--- src/blc_defines.svh ---
`ifndef BLC_DEFINES_SVH
`define BLC_DEFINES_SVH

// ****************************************
// register offsets
// ****************************************
`define BLC_ADDR_REVISION 8'h00
`define BLC_ADDR_SOFT_RESET 8'h01
`define BLC_ADDR_ENABLE 8'h10
`define BLC_ADDR_BRIGHT_CFG 8'h11
`define BLC_ADDR_PWM_CFG 8'h12
`define BLC_ADDR_BOOST_CFG 8'h13
`define BLC_ADDR_AF_HIGH 8'h15
`define BLC_ADDR_AF_LOW 8'h16
`define BLC_ADDR_CEILING 8'h17
`define BLC_ADDR_CODE_LOW 8'h18
`define BLC_ADDR_CODE_HIGH 8'h19

// ****************************************
// reset values
// ****************************************
`define BLC_RST_ENABLE 4'hf
`define BLC_RST_BRIGHT_CFG 8'h61
`define BLC_RST_PWM_CFG 8'h73
`define BLC_RST_BOOST_CFG 7'h6f
`define BLC_RST_AF_HIGH 8'h00
`define BLC_RST_AF_LOW 8'h00
`define BLC_RST_CEILING 8'h00
`define BLC_RST_CODE_LOW 3'h7
`define BLC_RST_CODE_HIGH 8'hff

// ****************************************
// field positions
// ****************************************
`define BLC_EN_DEVICE 0
`define BLC_BC_CEIL_POL 0
`define BLC_BC_RAMP_EN 4
`define BLC_BC_MAP 7
`define BLC_PWM_POL 5

// ****************************************
// bus and timing
// ****************************************
`define BLC_I2C_ADDR 7'h36
`define BLC_CLK_NS 8
`define BLC_RAMP_BASE_NS 125000
`define BLC_RAMP_BASE_CYC (`BLC_RAMP_BASE_NS / `BLC_CLK_NS)
`define BLC_FILT_A_NS 100
`define BLC_FILT_B_NS 150
`define BLC_FILT_C_NS 200
`define BLC_FILT_A_CYC ((`BLC_FILT_A_NS + `BLC_CLK_NS - 1) / `BLC_CLK_NS)
`define BLC_FILT_B_CYC ((`BLC_FILT_B_NS + `BLC_CLK_NS - 1) / `BLC_CLK_NS)
`define BLC_FILT_C_CYC ((`BLC_FILT_C_NS + `BLC_CLK_NS - 1) / `BLC_CLK_NS)

`endif

--- src/blc_pkg.sv ---
package blc_pkg;
    typedef logic [10:0] blc_code_t;
    typedef enum logic [3:0] {
        BLC_IDLE,
        BLC_ADDR,
        BLC_ACK_ADDR,
        BLC_REG,
        BLC_ACK_REG,
        BLC_WDATA,
        BLC_ACK_DATA,
        BLC_RDATA,
        BLC_RACK
    } blc_i2c_state_e;
endpackage

--- src/blc_regbank.sv ---
`timescale 1ns/1ns
`include "blc_defines.svh"
module blc_regbank
    import blc_pkg::*;
#(
    parameter logic [3:0] REVISION = 4'h1, // arbitrary value
    parameter int RAMP_BASE_CYC = `BLC_RAMP_BASE_CYC
) (
    input wire logic I_REF_CLK,
    input wire logic I_RST,
    input wire logic I_SCL,
    input wire logic I_SDA,
    output logic O_SDA,
    output logic O_SDA_OE,
    input wire logic I_PWM_IN,
    input wire logic [10:0] I_PWM_DUTY,
    input wire logic I_CEILING_INPUT,
    output logic O_DEVICE_ENABLE,
    output logic O_STRING_SINK_ONE,
    output logic O_STRING_SINK_TWO,
    output logic O_STRING_SINK_THREE,
    output logic [10:0] O_BRIGHTNESS_CODE,
    output logic O_MAP_EXPONENTIAL,
    output logic O_PWM_FILTERED,
    output logic [1:0] O_PWM_SAMPLE_SEL,
    output logic O_FREQ_SHIFT_OFF,
    output logic O_FREQ_1MHZ,
    output logic O_INDUCTOR_SEL,
    output logic [1:0] O_OVERVOLTAGE_LIMIT,
    output logic [1:0] O_OVERCURRENT_LIMIT,
    output logic O_AUTO_FREQ_HIGH,
    output logic O_AUTO_FREQ_LOW
);

    // ****************************************
    // i2c slave
    // ****************************************
    blc_i2c_state_e state;
    logic scl_q, sda_q;
    logic [3:0] bit_cnt;
    logic [7:0] shreg;
    logic [7:0] reg_ptr;
    logic sda_low;
    logic wr_en;
    logic [7:0] wr_addr, wr_data;
    logic [7:0] rd_byte;
    logic scl_rise, scl_fall, bus_start, bus_stop, byte_done;

    assign scl_rise = I_SCL & ~scl_q;
    assign scl_fall = ~I_SCL & scl_q;
    assign bus_start = I_SCL & scl_q & sda_q & ~I_SDA;
    assign bus_stop = I_SCL & scl_q & ~sda_q & I_SDA;
    assign byte_done = scl_fall && (bit_cnt == 4'h8);
    assign O_SDA = 1'b0;
    assign O_SDA_OE = sda_low;

    always_ff @(posedge I_REF_CLK) begin
        if (I_RST) begin
            scl_q <= 1'b1;
            sda_q <= 1'b1;
        end else begin
            scl_q <= I_SCL;
            sda_q <= I_SDA;
        end
    end

    // the engine is kept out of the soft reset so the ack of that byte completes
    always_ff @(posedge I_REF_CLK) begin
        if (I_RST) begin
            state <= BLC_IDLE;
            bit_cnt <= 4'h0;
            shreg <= 8'h00;
            reg_ptr <= 8'h00;
            sda_low <= 1'b0;
            wr_en <= 1'b0;
            wr_addr <= 8'h00;
            wr_data <= 8'h00;
        end else begin
            wr_en <= 1'b0;
            if (bus_start) begin
                state <= BLC_ADDR;
                bit_cnt <= 4'h0;
                sda_low <= 1'b0;
            end else if (bus_stop) begin
                state <= BLC_IDLE;
                sda_low <= 1'b0;
            end else begin
                case (state)
                    BLC_ADDR, BLC_REG, BLC_WDATA: begin
                        if (scl_rise) begin
                            shreg <= {shreg[6:0], I_SDA};
                            bit_cnt <= bit_cnt + 4'h1;
                        end else if (byte_done) begin
                            bit_cnt <= 4'h0;
                            if (state == BLC_ADDR) begin
                                if (shreg[7:1] == `BLC_I2C_ADDR) begin
                                    state <= BLC_ACK_ADDR;
                                    sda_low <= 1'b1;
                                end else begin
                                    state <= BLC_IDLE;
                                end
                            end else if (state == BLC_REG) begin
                                reg_ptr <= shreg;
                                state <= BLC_ACK_REG;
                                sda_low <= 1'b1;
                            end else begin
                                wr_en <= 1'b1;
                                wr_addr <= reg_ptr;
                                wr_data <= shreg;
                                state <= BLC_ACK_DATA;
                                sda_low <= 1'b1;
                            end
                        end
                    end
                    BLC_ACK_ADDR: begin
                        if (scl_fall) begin
                            if (shreg[0]) begin
                                state <= BLC_RDATA;
                                shreg <= rd_byte;
                                sda_low <= ~rd_byte[7];
                            end else begin
                                state <= BLC_REG;
                                sda_low <= 1'b0;
                            end
                        end
                    end
                    BLC_ACK_REG, BLC_ACK_DATA: begin
                        if (scl_fall) begin
                            if (state == BLC_ACK_DATA) begin
                                reg_ptr <= reg_ptr + 8'h01;
                            end
                            state <= BLC_WDATA;
                            sda_low <= 1'b0;
                        end
                    end
                    BLC_RDATA: begin
                        if (scl_rise) begin
                            bit_cnt <= bit_cnt + 4'h1;
                        end else if (byte_done) begin
                            state <= BLC_RACK;
                            sda_low <= 1'b0;
                            bit_cnt <= 4'h0;
                        end else if (scl_fall) begin
                            sda_low <= ~shreg[3'(4'h7 - bit_cnt)];
                        end
                    end
                    BLC_RACK: begin
                        if (scl_rise && I_SDA) begin
                            state <= BLC_IDLE;
                        end else if (scl_fall) begin
                            state <= BLC_RDATA;
                            reg_ptr <= reg_ptr + 8'h01;
                            shreg <= rd_byte;
                            sda_low <= ~rd_byte[7];
                        end
                    end
                    default: begin
                        sda_low <= 1'b0;
                    end
                endcase
            end
        end
    end

    // ****************************************
    // registers
    // ****************************************
    logic soft_rst, rst_regs, en_rise;
    logic [3:0] enable_control;
    logic [7:0] brightness_config, pwm_input_config;
    logic [6:0] boost_config;
    logic [7:0] auto_freq_upper_threshold, auto_freq_lower_threshold, ceiling_threshold;
    logic [2:0] brightness_code_low;
    logic [7:0] brightness_code_high;

    assign rst_regs = I_RST | soft_rst;
    assign en_rise = wr_en && wr_addr == `BLC_ADDR_ENABLE && wr_data[`BLC_EN_DEVICE]
        && !enable_control[`BLC_EN_DEVICE];

    always_ff @(posedge I_REF_CLK) begin
        if (I_RST) begin
            soft_rst <= 1'b0;
        end else begin
            soft_rst <= wr_en && wr_addr == `BLC_ADDR_SOFT_RESET && wr_data[0];
        end
    end

    always_ff @(posedge I_REF_CLK) begin
        if (rst_regs) begin
            enable_control <= `BLC_RST_ENABLE;
            brightness_config <= `BLC_RST_BRIGHT_CFG;
            pwm_input_config <= `BLC_RST_PWM_CFG;
            boost_config <= `BLC_RST_BOOST_CFG;
            auto_freq_upper_threshold <= `BLC_RST_AF_HIGH;
            auto_freq_lower_threshold <= `BLC_RST_AF_LOW;
            ceiling_threshold <= `BLC_RST_CEILING;
            brightness_code_low <= `BLC_RST_CODE_LOW;
            brightness_code_high <= `BLC_RST_CODE_HIGH;
        end else if (wr_en) begin
            case (wr_addr)
                `BLC_ADDR_ENABLE: enable_control <= wr_data[3:0];
                `BLC_ADDR_BRIGHT_CFG: brightness_config <= wr_data;
                `BLC_ADDR_PWM_CFG: pwm_input_config <= wr_data;
                `BLC_ADDR_BOOST_CFG: boost_config <= wr_data[6:0];
                `BLC_ADDR_AF_HIGH: auto_freq_upper_threshold <= wr_data;
                `BLC_ADDR_AF_LOW: auto_freq_lower_threshold <= wr_data;
                `BLC_ADDR_CEILING: ceiling_threshold <= wr_data;
                `BLC_ADDR_CODE_LOW: brightness_code_low <= wr_data[2:0];
                `BLC_ADDR_CODE_HIGH: brightness_code_high <= wr_data;
                default: begin
                end
            endcase
            if (en_rise) begin
                brightness_config[`BLC_BC_CEIL_POL] <= 1'(`BLC_RST_BRIGHT_CFG >> `BLC_BC_CEIL_POL);
                pwm_input_config <= `BLC_RST_PWM_CFG;
            end
        end
    end

    // unused bits are simply not stored, so they cannot read back as anything but zero
    function automatic logic [7:0] reg_read(input logic [7:0] a);
        case (a)
            `BLC_ADDR_REVISION: reg_read = {4'h0, REVISION};
            `BLC_ADDR_ENABLE: reg_read = {4'h0, enable_control};
            `BLC_ADDR_BRIGHT_CFG: reg_read = brightness_config;
            `BLC_ADDR_PWM_CFG: reg_read = pwm_input_config;
            `BLC_ADDR_BOOST_CFG: reg_read = {1'b0, boost_config};
            `BLC_ADDR_AF_HIGH: reg_read = auto_freq_upper_threshold;
            `BLC_ADDR_AF_LOW: reg_read = auto_freq_lower_threshold;
            `BLC_ADDR_CEILING: reg_read = ceiling_threshold;
            `BLC_ADDR_CODE_LOW: reg_read = {5'h00, brightness_code_low};
            `BLC_ADDR_CODE_HIGH: reg_read = brightness_code_high;
            default: reg_read = 8'h00;
        endcase
    endfunction

    always_comb begin
        rd_byte = reg_read(state == BLC_RACK ? reg_ptr + 8'h01 : reg_ptr);
    end

    assign O_DEVICE_ENABLE = enable_control[0];
    assign O_STRING_SINK_ONE = enable_control[1];
    assign O_STRING_SINK_TWO = enable_control[2];
    assign O_STRING_SINK_THREE = enable_control[3];
    assign O_MAP_EXPONENTIAL = brightness_config[`BLC_BC_MAP];
    assign O_PWM_SAMPLE_SEL = pwm_input_config[7:6];
    assign O_FREQ_SHIFT_OFF = boost_config[6];
    assign O_FREQ_1MHZ = boost_config[5];
    assign O_INDUCTOR_SEL = boost_config[4];
    assign O_OVERVOLTAGE_LIMIT = boost_config[3:2];
    assign O_OVERCURRENT_LIMIT = boost_config[1:0];

    // ****************************************
    // pwm input conditioning
    // ****************************************
    logic pwm_level, pwm_raw_q;
    logic [4:0] filt_cnt;
    logic [4:0] filt_len;
    blc_code_t duty_held;
    blc_code_t duty_diff;

    assign pwm_level = I_PWM_IN ~^ pwm_input_config[`BLC_PWM_POL];

    always_comb begin
        case (pwm_input_config[1:0])
            2'b01: filt_len = 5'(`BLC_FILT_A_CYC);
            2'b10: filt_len = 5'(`BLC_FILT_B_CYC);
            2'b11: filt_len = 5'(`BLC_FILT_C_CYC);
            default: filt_len = 5'h00;
        endcase
    end

    // with a filter selected, a level shorter than the filter length never reaches the output; filter select 00 passes every level
    always_ff @(posedge I_REF_CLK) begin
        if (rst_regs) begin
            pwm_raw_q <= 1'b0;
            filt_cnt <= 5'h00;
            O_PWM_FILTERED <= 1'b0;
        end else begin
            pwm_raw_q <= pwm_level;
            if (pwm_level != pwm_raw_q) begin
                filt_cnt <= 5'h00;
            end else if (filt_cnt != 5'h1f) begin
                filt_cnt <= filt_cnt + 5'h01;
            end
            if (filt_len == 5'h00 || (pwm_level == pwm_raw_q && filt_cnt >= filt_len - 5'h01)) begin
                O_PWM_FILTERED <= pwm_level;
            end
        end
    end

    assign duty_diff = (I_PWM_DUTY > duty_held) ? I_PWM_DUTY - duty_held : duty_held - I_PWM_DUTY;

    always_ff @(posedge I_REF_CLK) begin
        if (rst_regs) begin
            duty_held <= 11'h000;
        end else if (duty_diff > {8'h00, pwm_input_config[4:2]}) begin
            duty_held <= I_PWM_DUTY;
        end
    end

    // ****************************************
    // brightness path
    // ****************************************
    logic ceil_active, ramp_tick;
    logic [23:0] ramp_cnt, step_len;
    blc_code_t reg_code, ramp_in, ramp_q, ramped, final_code;

    function automatic blc_code_t scale(input blc_code_t a, input blc_code_t b);
        logic [21:0] p;
        p = a * b;
        scale = p[21:11];
    endfunction

    assign ceil_active = I_CEILING_INPUT ~^ brightness_config[`BLC_BC_CEIL_POL];
    assign reg_code = {ceil_active ? ceiling_threshold : brightness_code_high, brightness_code_low};
    assign step_len = 24'(RAMP_BASE_CYC) << brightness_config[3:1];
    assign ramp_tick = ramp_cnt >= step_len - 24'h000001;

    always_comb begin
        case (brightness_config[6:5])
            2'b00: ramp_in = reg_code;
            2'b01: ramp_in = duty_held;
            2'b10: ramp_in = scale(reg_code, duty_held);
            default: ramp_in = reg_code;
        endcase
        ramped = brightness_config[`BLC_BC_RAMP_EN] ? ramp_q : ramp_in;
        final_code = (brightness_config[6:5] == 2'b11) ? scale(ramped, duty_held) : ramped;
    end

    always_ff @(posedge I_REF_CLK) begin
        if (rst_regs || ramp_tick) begin
            ramp_cnt <= 24'h000000;
        end else begin
            ramp_cnt <= ramp_cnt + 24'h000001;
        end
    end

    // with ramping off the ramp follows its input so enabling it causes no jump
    always_ff @(posedge I_REF_CLK) begin
        if (rst_regs) begin
            ramp_q <= 11'h7ff;
        end else if (!brightness_config[`BLC_BC_RAMP_EN]) begin
            ramp_q <= ramp_in;
        end else if (ramp_tick && ramp_q < ramp_in) begin
            ramp_q <= ramp_q + 11'h001;
        end else if (ramp_tick && ramp_q > ramp_in) begin
            ramp_q <= ramp_q - 11'h001;
        end
    end

    always_ff @(posedge I_REF_CLK) begin
        if (rst_regs) begin
            O_BRIGHTNESS_CODE <= 11'h7ff;
            O_AUTO_FREQ_HIGH <= 1'b0;
            O_AUTO_FREQ_LOW <= 1'b0;
        end else begin
            O_BRIGHTNESS_CODE <= final_code;
            O_AUTO_FREQ_HIGH <= final_code[10:3] > auto_freq_upper_threshold;
            O_AUTO_FREQ_LOW <= final_code[10:3] > auto_freq_lower_threshold;
        end
    end
endmodule

--- config.mk ---
export PLATFORM = sky130hd
export DESIGN_NAME = blc_regbank
export DESIGN_NICKNAME = d
export VERILOG_FILES = /design/src/blc_pkg.sv /design/src/blc_regbank.sv
export VERILOG_INCLUDE_DIRS = /design/src /design/src/src
export SDC_FILE = /design/constraint.sdc
export NUM_CORES = 1
export LEC_CHECK = 0
export ABC_CLOCK_PERIOD_IN_PS = 15300
export BUFFER_PORTS_ARGS = -buffer_cell sky130_fd_sc_hd__buf_2
export CAP_MARGIN = 40
export CORE_MARGIN = 4
export CORE_UTILIZATION = 44
export DETAILED_ROUTE_END_ITERATION = 16
export PLACE_DENSITY = 0.63
export SLEW_MARGIN = 5
export SYNTH_ARGS = -nofsm -noshare
export SYNTH_HDL_FRONTEND = slang
export SYNTH_SLANG_ARGS = --single-unit
--- constraint.sdc ---
create_clock -name I_REF_CLK -period 15.3 [get_ports I_REF_CLK]
set_input_delay 3.825 -clock I_REF_CLK [delete_from_list [all_inputs] [get_ports I_REF_CLK]]
set_output_delay 3.825 -clock I_REF_CLK [all_outputs]
set_load 0.005 [all_outputs]
Word-level counts from Yosys, hierarchy flattened. Index checks and enable logic that the tools add are counted. Widths: inputs -> output; s select.

Add/subtract/negate cells: 11. Multiply operators: 2. Div/mod/pow operators: 0. Magnitude comparators: 9. Equal/unequal tests: 62. Shift-type cells: 1. Multiplexer cells: 63. Bitwise logic cells: 23. Reduce and logical (&&, ||, !) cells: 47.

Operators by type and width (number): $eq 8x5->1 const B (18); $mux 8 (17); $pmux 8 s10 (1); $mux 11 (6); $pmux 8 s3 (2); $mul 11x11->22 (2); $mux 4 (11); $ne 2x2->1 const B (13); $add 24x1->24 const B (1); $ge 24x24->1 (1); $ne 4x4->1 const B (6); $reduce_and 8->1 (3); $shl 14x3->24 const A (1); $sub 24x1->24 const B (1); $gt 11x11->1 (2); $pmux 11 s2 (1); $sub 11x11->11 (2); $pmux 4 s5 (1); $reduce_and 2->1 (10); $mux 1 (18); $eq 4x3->1 const B (4); $gt 8x8->1 (2); $pmux 5 s3 (1); $reduce_and 7->1 (2); 47 further kinds (92).

Register bits: 173. Latch bits: 0. Memory bits (writable): 0. Bits in read-only memories: 0. Input port bits: 17. Output and inout bits: 30. Word-level logic and storage cells: 250. Memories: 0.

Depth between registers and ports, before layout. Gate-level depths: netlist of the first run.

Word-level depth: 9. Mapped depth: 54.

Worst setup path before layout of the first run. No wires, ideal clock.

Kind: in2reg. Start point: in I_CEILING_INPUT. End point: reg O_AUTO_FREQ_HIGH. Library setup time: 116 ps. Arrival: 15313 ps. Data required time: 15184 ps. Path slack: -130 ps. Cell stages on the path: 45. Path buffers: 3. Cell sequence: xnor2_1 clkbuf_1 mux2_2 clkbuf_1 nand2_1 fa_1 fa_1 inv_1 fa_1 fa_1 inv_1 fa_1 inv_1 ha_1 nand4_1 o211a_1 o31ai_1 a21oi_1 (+9 left out) fa_1 inv_1 fa_1 inv_1 ha_1 a21o_1 a21o_1 a21oi_1 o21ai_0 or3_1 o2111ai_1 mux2_2 o221a_2 ha_1 a21o_1 a21oi_1 o21ai_0 o211a_1.

Cells in the longest elaborated chain, start to end: 8.

Ends and longest elaborated chain: start: declaration (line blc_regbank.sv:17) `input wire logic I_CEILING_INPUT,`; $xnor 1x1->1 (*) (line blc_regbank.sv:315) `` assign ceil_active = I_CEILING_INPUT ~^ brightness_config[`BLC_BC_CEIL_POL]; ``; $mux 8 (*) (line blc_regbank.sv:316) `assign reg_code = {ceil_active ? ceiling_threshold : brightness_code_high, brightness_code_low};`; $mul 11x11->22 (line blc_regbank.sv:311) `p = a * b;`; $pmux 11 s2 (*) (line blc_regbank.sv:321) `case (brightness_config[6:5])`; $mux 11 (*) (line blc_regbank.sv:327) `` ramped = brightness_config[`BLC_BC_RAMP_EN] ? ramp_q : ramp_in; ``; $mul 11x11->22 (line blc_regbank.sv:311); $mux 11 (*) (line blc_regbank.sv:328) `final_code = (brightness_config[6:5] == 2'b11) ? scale(ramped, duty_held) : ramped;`; via final_code[9] (line blc_regbank.sv:307) `blc_code_t reg_code, ramp_in, ramp_q, ramped, final_code;`; $gt 8x8->1 (*) (line blc_regbank.sv:359) `O_AUTO_FREQ_HIGH <= final_code[10:3] > auto_freq_upper_threshold;`; end signal: assignment (line blc_regbank.sv:359); end: declaration (line blc_regbank.sv:31) `output logic O_AUTO_FREQ_HIGH,`.

Mark *: on every way through the listed nets, which the timed path passes. The rest lies on a longest branch. A chain may end at the register's enable or synchronous reset.

Worst setup path after layout of the first run. Same ends and word-level chain as after synthesis.

==> results of run 1 <==
[synthesized netlist by cell type (all sizes together), types with 5 or more instances]
cell    number
nand2      273
inv        265
ha         216
nor2       197
dfxtp      173
fa         161
a21oi      146
clkbuf     101
and2        94
o21ai       86
mux2i       75
a21o        48
nand3       42
xnor2       39
xor2        33
nand2b      29
nor2b       26
mux2        23
and3        22
nand4       22
nor3        22
a31oi       20
o211ai      20
buf         18
a211oi      16
a22oi       13
o31ai       11
or3         11
o21a        10
o22ai        9
or2          9
a221o        7
a221oi       6
nor3b        6
nor4b        6
nand3b       5
o21bai       5
o41ai        5
[layer usage]
metal  wire length (um)  global-route usage, %  vias up  part of all wire (%)
met4               1726                  8.236        0                   3.3
li1                   -                      -     7923                     -
met1              23350                  30.14     7988                    44
met5                  0                      0        -                     0
met2              24600                  37.06      446                    47
met3               2848                  3.898      113                   5.4
[cell usage in the layout (no fill, tap or decap), types with 33 or more instances in the layout]
cell     Yosys  routed
buf_2        6      45
inv_1      265     265
fa_1       161     161
dfxtp_1    173     173
o21ai_0     85      81
ha_1       216     216
and2_1      94      94
nor2_1     197     195
xor2_1      33      33
buf_4        3      90
a21oi_1    146     142
mux2i_1     75      74
nand2_1    273     273
nand3_1     42      41
xnor2_1     39      39
a21o_1      48      48
[registers in the layout, indices dropped and copies added, names as in the netlist, 5 cells and up]
signal	count
duty_held	11
ramp_cnt	24
ceiling_threshold	8
auto_freq_upper_threshold	8
ramp_q	11
filt_cnt	5
pwm_input_config	8
brightness_code_high	8
reg_ptr	8
shreg	8
wr_addr	8
O_BRIGHTNESS_CODE	11
brightness_config	8
boost_config	7
auto_freq_lower_threshold	8
wr_data	8
[power breakdown]
part           internal [mW]  leakage [nW]  switching, mW
logic                  0.479          7.92          0.599
clock network          0.237         0.299          0.227
registers              0.474          1.41         0.0290
[per-stage QoR]
stage               cells  setup TNS [ns]  area, um^2
detailed placement   2937         -0.4001       20340
finish               2974               0       21090
floorplan            2336               0       19130
global placement     2931         -0.1580       20250
CTS                  2969               0       20960
global route         2974       -0.003537       21090
[path summary, 6_finish.rpt]
check        slack, ns  depth (start not counted)                  from               end
min reg2reg       0.46                          2            wr_addr[7]        wr_addr[7]
max               0.48                         50       I_CEILING_INPUT  O_AUTO_FREQ_HIGH
min               0.46                          2            wr_addr[7]        wr_addr[7]
max reg2reg       3.59                         49  brightness_config[0]  O_AUTO_FREQ_HIGH
[area by class of cell]
cell class / count / area [um^2] / area share (%)
clock buffers: 17 / 425.4 / 2.018
multi-input cells: 1777 / 14280 / 67.74
inverters: 267 / 1002 / 4.753
flip-flops and latches: 173 / 3463 / 16.43
repair buffers: 140 / 984.7 / 4.670
well taps: 585 / 732.0 / 3.471
clock inverters: 15 / 193.9 / 0.9198
[worst reg2reg max path, delay by kind of cell (launching register included)]
| family | cells | cell delay [ns] |
|---|---|---|
| AOI/OAI and AO/OA | 17 | 2.87 |
| xor gates and xnor gates | 3 | 0.42 |
| adders and majority gates | 13 | 5.93 |
| buffers and inverters | 10 | 0.95 |
| DFF | 1 | 0.37 |
| muxes | 1 | 0.39 |
| and+or+nand+nor | 5 | 0.66 |
[timing repair]
action                                  CTS  global route
gates resized for setup                   0            22
buffers inserted                          0             5
endpoints found under the setup margin    0             2
[cells by family (layout without fill, tap and decap cells)]
| group | Yosys count | in the layout | share of synthesized area, % |
|---|---|---|---|
| multiplexers | 101 | 101 | 5.654 |
| flip-flops | 173 | 173 | 18.11 |
| AO/OA/AOI/OAI | 442 | 442 | 14.75 |
| other | 2 | 4 | 0.03928 |
| XOR/XNOR | 72 | 72 | 3.298 |
| adder cells (fa/ha/maj) | 377 | 377 | 30.99 |
| buffers and inverters | 386 | 439 | 7.761 |
| AND/OR/NAND/NOR | 781 | 781 | 19.39 |
==> results.json, run 1 <==
{
  "fin_nets": 2770,
  "drtIter0Drc": 1241,
  "avgSynthCellArea_um2": 8.192,
  "die_h_um": 216.5,
  "critPathMaxFanout": 9,
  "diodes": 0,
  "wl_per_cell_um": 17.66,
  "initial_core_util_pct": 44.48,
  "p_total_mw": 2.045,
  "dpl.hpwl_um": 40390,
  "worst-path-buf-inv": 11,
  "cts.htree.levels": 4,
  "drc_errors": 0,
  "tightest_slew_ns": 0.8439,
  "drv_cap": 0,
  "cts-root-buf": "clkbuf_16",
  "wirelength_um": 52520,
  "worstPathArrival_ns": 15.18,
  "cts_sinks": 173,
  "post-route-util_pct": 49.06,
  "hold_buffers": 0,
  "holdWs_ns": 0.4604,
  "fill_cells": 4258,
  "synth_area_leaders": "dfxtp_1 18%, fa_1 17%, ha_1 14%",
  "syn-instance-count": 2334,
  "synth_top_area_share_pct": 18.11,
  "ys_ff_latch": 173,
  "cts_tree": "yes",
  "fin_crit_sh_pct": 96.85,
  "grt.overflow.total": 0,
  "first_global_vias": 16370,
  "cts_inserted_buffers": 17,
  "cpPeakStageDelay_ns": 0.57,
  "clkTransAtPathRegs_ns": 0.08,
  "die_w_um": 216.5,
  "rows": 76,
  "synthArstFlopShare_pct": 0,
  "p_leak_nw": 9.628,
  "layout_min_cycle_time_ns": 14.82,
  "place_congestion": 0.9333,
  "final_hold_viol_count": 0,
  "power_density_mw_per_mm2": 96.99,
  "worst_setup_path_start_kind": "primary input",
  "fmax_ghz": 0.06748,
  "cp_common_cell": "fa_1",
  "first_pass_iters": 5,
  "vias": 16470,
  "vias_per_cell": 5.538,
  "io_buffers": 45,
  "grt_util_all_layers_pct": 22.61,
  "setup_ws_ns": 0.4813,
  "vdd_drop_max_mv": 0.07932,
  "fin_skew_ns": 0.01154,
  "setup_viol": 0,
  "die-area_mm2": 0.04685,
  "synth-edff-count": 0,
  "ys_warn_count": 0,
  "antenna_found_initial": 0,
  "clock_latency_ns": 0.46,
  "cts_buffer_depth": 2,
  "pre_cts_slack_ns": -0.2051,
  "synth_flop_cell": "dfxtp_1",
  "hp-class": "reg -> reg",
  "grt_max_degree": 54,
  "critPathKind": "in -> reg",
  "io_pins": 47,
  "yosys.area.top_type": "dfxtp_1",
  "slew_headroom_pct": 43.60,
  "ys_types": 81,
  "cpLargestDelayFamily": "adder cells",
  "slowest_stage": "fa_1",
  "drive_above_1_share_pct": 9.753,
  "ys_seq_area_share_pct": 18.11,
  "crit_required_ns": 15.66,
  "slew_violations": 0,
  "ant_nets": 0,
  "placeableCoreArea_mm2": 0.04298,
  "status": "completed",
  "grt_first_pass_wirelength_um": 85950,
  "syn_to_final_growth_pct": 10.28,
  "crit_path_end_kind": "register",
  "netlist_area_mm2": 0.01912
}
Power figures use the tool's default switching activity.
==> inputs of run 2 (changes only) <==
ABC_AREA = 1   (was default)
==> run 2 against run 1 <==
  * Clock skew grew 0.0030 ns
  * Setup slack better by 0.12 ns
  * Die area shrank 0.83%
  * Area after synthesis down 0.86%
  * Routed wire length increased by 2.8%
  * Clock-buffer cell count increased by 2
  * Core utilization shrank 0.58 points
  * Critical endpoint unchanged
==> results.json, run 2 <==
{
  "grt_max_degree": 55,
  "setup_ws_ns": 0.6050,
  "vdd_drop_max_mv": 0.09676,
  "netlist_area_mm2": 0.01896,
  "status": "completed",
  "setup_viol": 0,
  "syn_to_final_growth_pct": 7.993,
  "fmax_ghz": 0.06805,
  "ff2ff_setup_slack_ns": 3.39,
  "final_hold_viol_count": 0,
  "ys_ff_latch": 173,
  "reg2regPathDepth": 52,
  "first_global_vias": 16890,
  "synth_top_family_by_area": "adder cells",
  "worstHoldEndpoint": "soft_rst",
  "grt.overflow.total": 0,
  "ant_nets": 0,
  "largest_reg_flops": 24,
  "fin_skew_ns": 0.01459,
  "diodes": 0,
  "initial_core_util_pct": 44.89,
  "fin_nets": 3062,
  "layout_commonest_cell": "nand2_1",
  "fin_crit_sh_pct": 96.05,
  "synth_top_area_share_pct": 18.27,
  "dpl.hpwl_um": 43100,
  "cts_buffer_depth": 2,
  "layout_common_cells": "491 x nand2_1, 478 x inv_1, 278 x nor2_1, 217 x a21oi_1, 216 x ha_1",
  "top_register": "ramp_cnt",
  "antenna_found_initial": 0,
  "crit_required_ns": 15.61,
  "avgSynthCellArea_um2": 7.169,
  "yosys.area.top_type": "dfxtp_1",
  "synth_area_leaders": "dfxtp_1 18%, fa_1 17%, ha_1 14%",
  "first_pass_iters": 5,
  "grt_first_pass_wirelength_um": 87790,
  "whs_path_depth": 1,
  "ys_warn_count": 0,
  "clkTransAtPathRegs_ns": 0.07,
  "cts_tree": "yes",
  "synthAdderAreaFrac_pct": 31.26,
  "drive_above_1_share_pct": 6.604,
  "synthArstFlopShare_pct": 0,
  "cts_sinks": 173,
  "critPathKind": "in -> reg",
  "critPathMaxFanout": 15,
  "synthMuxAreaShare_pct": 0,
  "place_congestion": 0.9172,
  "die-area_mm2": 0.04647,
  "cts-root-buf": "clkbuf_16",
  "holdWs_ns": 0.4568,
  "pre_cts_slack_ns": 0.1855,
  "crit_path_end_kind": "register",
  "tightest_slew_ns": 0.8093,
  "syn-instance-count": 2644,
  "synth-edff-count": 0,
  "cts.htree.levels": 4,
  "ys_top_cells_by_count": "491 x nand2_1, 478 x inv_1, 280 x nor2_1, 218 x a21oi_1, 216 x ha_1",
  "drtIter0Drc": 1146,
  "synth-simple-area-share_pct": 21.38,
  "die_h_um": 215.6,
  "hp-class": "reg -> reg",
  "slew_headroom_pct": 44.65,
  "worst_setup_path_start_kind": "primary input",
  "worstPathArrival_ns": 15.00,
  "r2r-end": "O_AUTO_FREQ_HIGH",
  "drc_errors": 0,
  "cts_inserted_buffers": 17,
  "ys_types": 61,
  "synth_compound_area_share_pct": 14.50,
  "slew_violations": 0,
  "min-delay-start": "wr_addr[5]",
  "power_density_mw_per_mm2": 104.0,
  "clock_latency_ns": 0.45,
  "ys_seq_area_share_pct": 18.27,
  "yosysMostFrequentCell": "nand2_1",
  "p_leak_nw": 10.24,
  "die_w_um": 215.6,
  "layout_min_cycle_time_ns": 14.70,
  "grt_util_all_layers_pct": 23.17,
  "rows": 75,
  "slowest_stage": "fa_1",
  "vias": 17160,
  "synth_flop_cell": "dfxtp_1",
  "io_pins": 47,
  "fill_cells": 4210,
  "wl_per_cell_um": 16.78,
  "synth_xor_area_share_pct": 2.818,
  "drv_cap": 0,
  "cpPeakStageDelay_ns": 0.57,
  "vias_per_cell": 5.330,
  "r2r_start": "duty_held[6]",
  "cp_common_cell": "nand2_1",
  "placeableCoreArea_mm2": 0.04223,
  "io_buffers": 45,
  "wirelength_um": 54000
}
run 2: area by class of cell:
type                    count  area (um^2)  share of cell area [%]
multi-input cells        1895        13310                   65.01
flip-flops and latches    173         3463                   16.92
inverters                 498         1869                   9.131
well taps                 539        674.4                   3.294
repair buffers             83        558.0                   2.726
clock buffers              19        442.9                   2.164
clock inverters            12        155.1                  0.7579
run 2: routing by layer:
layer | vias up | track usage [%] | wire length, um
li1 | 8466 | - | -
met1 | 8088 | 32.59 | 25270
met2 | 520 | 37.44 | 24200
met3 | 83 | 3.319 | 3226
met4 | 0 | 6.420 | 1301
met5 | - | 0 | 0
run 2: cells by family after synthesis:
| logic type | count (synthesis) |
|---|---|
| simple gates | 960 |
| buf+inv | 578 |
| compound gates | 493 |
| fa+ha+maj | 377 |
| flops | 173 |
| xor+xnor | 61 |
| other cells | 2 |
run 2: worst max path at each step:
stage / from / end / slack (ns) / depth (start not counted)
6_report: I_CEILING_INPUT / O_AUTO_FREQ_HIGH / 0.60 / 57
5_1_grt: I_CEILING_INPUT / O_AUTO_FREQ_HIGH / -0.003 / 58
4_1_cts: I_CEILING_INPUT / O_AUTO_FREQ_HIGH / 0.60 / 58
3_5_place_dp: I_CEILING_INPUT / O_AUTO_FREQ_HIGH / 0.19 / 58
3_3_place_gp: I_CEILING_INPUT / O_AUTO_FREQ_HIGH / 0.31 / 55
2_1_floorplan: I_CEILING_INPUT / O_AUTO_FREQ_HIGH / 0.93 / 56
run 2: metrics by stage:
step                      utilization (%)  cell area (um^2)  cells  setup TNS (ns)  power (mW)
after global placement              46.83             19780   3184               0       1.650
after floorplan                         -             18960   2646               0       1.379
final                               48.48             20470   3219               0       2.129
after global routing                48.48             20470   3219       -0.002702       2.332
after detailed placement            47.00             19850   3187               0       1.658
after CTS                           48.41             20440   3218               0       2.136
run 2: repair_timing:
| action | 4_1_cts | 5_1_grt |
|---|---|---|
| resized for setup | 0 | 6 |
| hold buffers | 0 | 0 |
| endpoints found under the hold margin | 0 | 0 |
| setup buffers | 0 | 1 |
| endpoints found under the setup margin | 0 | 2 |
run 2: where the power goes:
part,internal [mW],switching (mW),total [mW]
clock,0.249,0.210,0.459
sequential,0.491,0.0403,0.531
combinational,0.418,0.721,1.14
run 2: critical path: cells and delay by family:
| family | cells | cell delay [ns] |
|---|---|---|
| compound gates | 12 | 2.05 |
| buf+inv | 12 | 1.04 |
| simple gates | 18 | 1.76 |
| fa+ha+maj | 13 | 6.05 |
| xor+xnor | 2 | 0.29 |
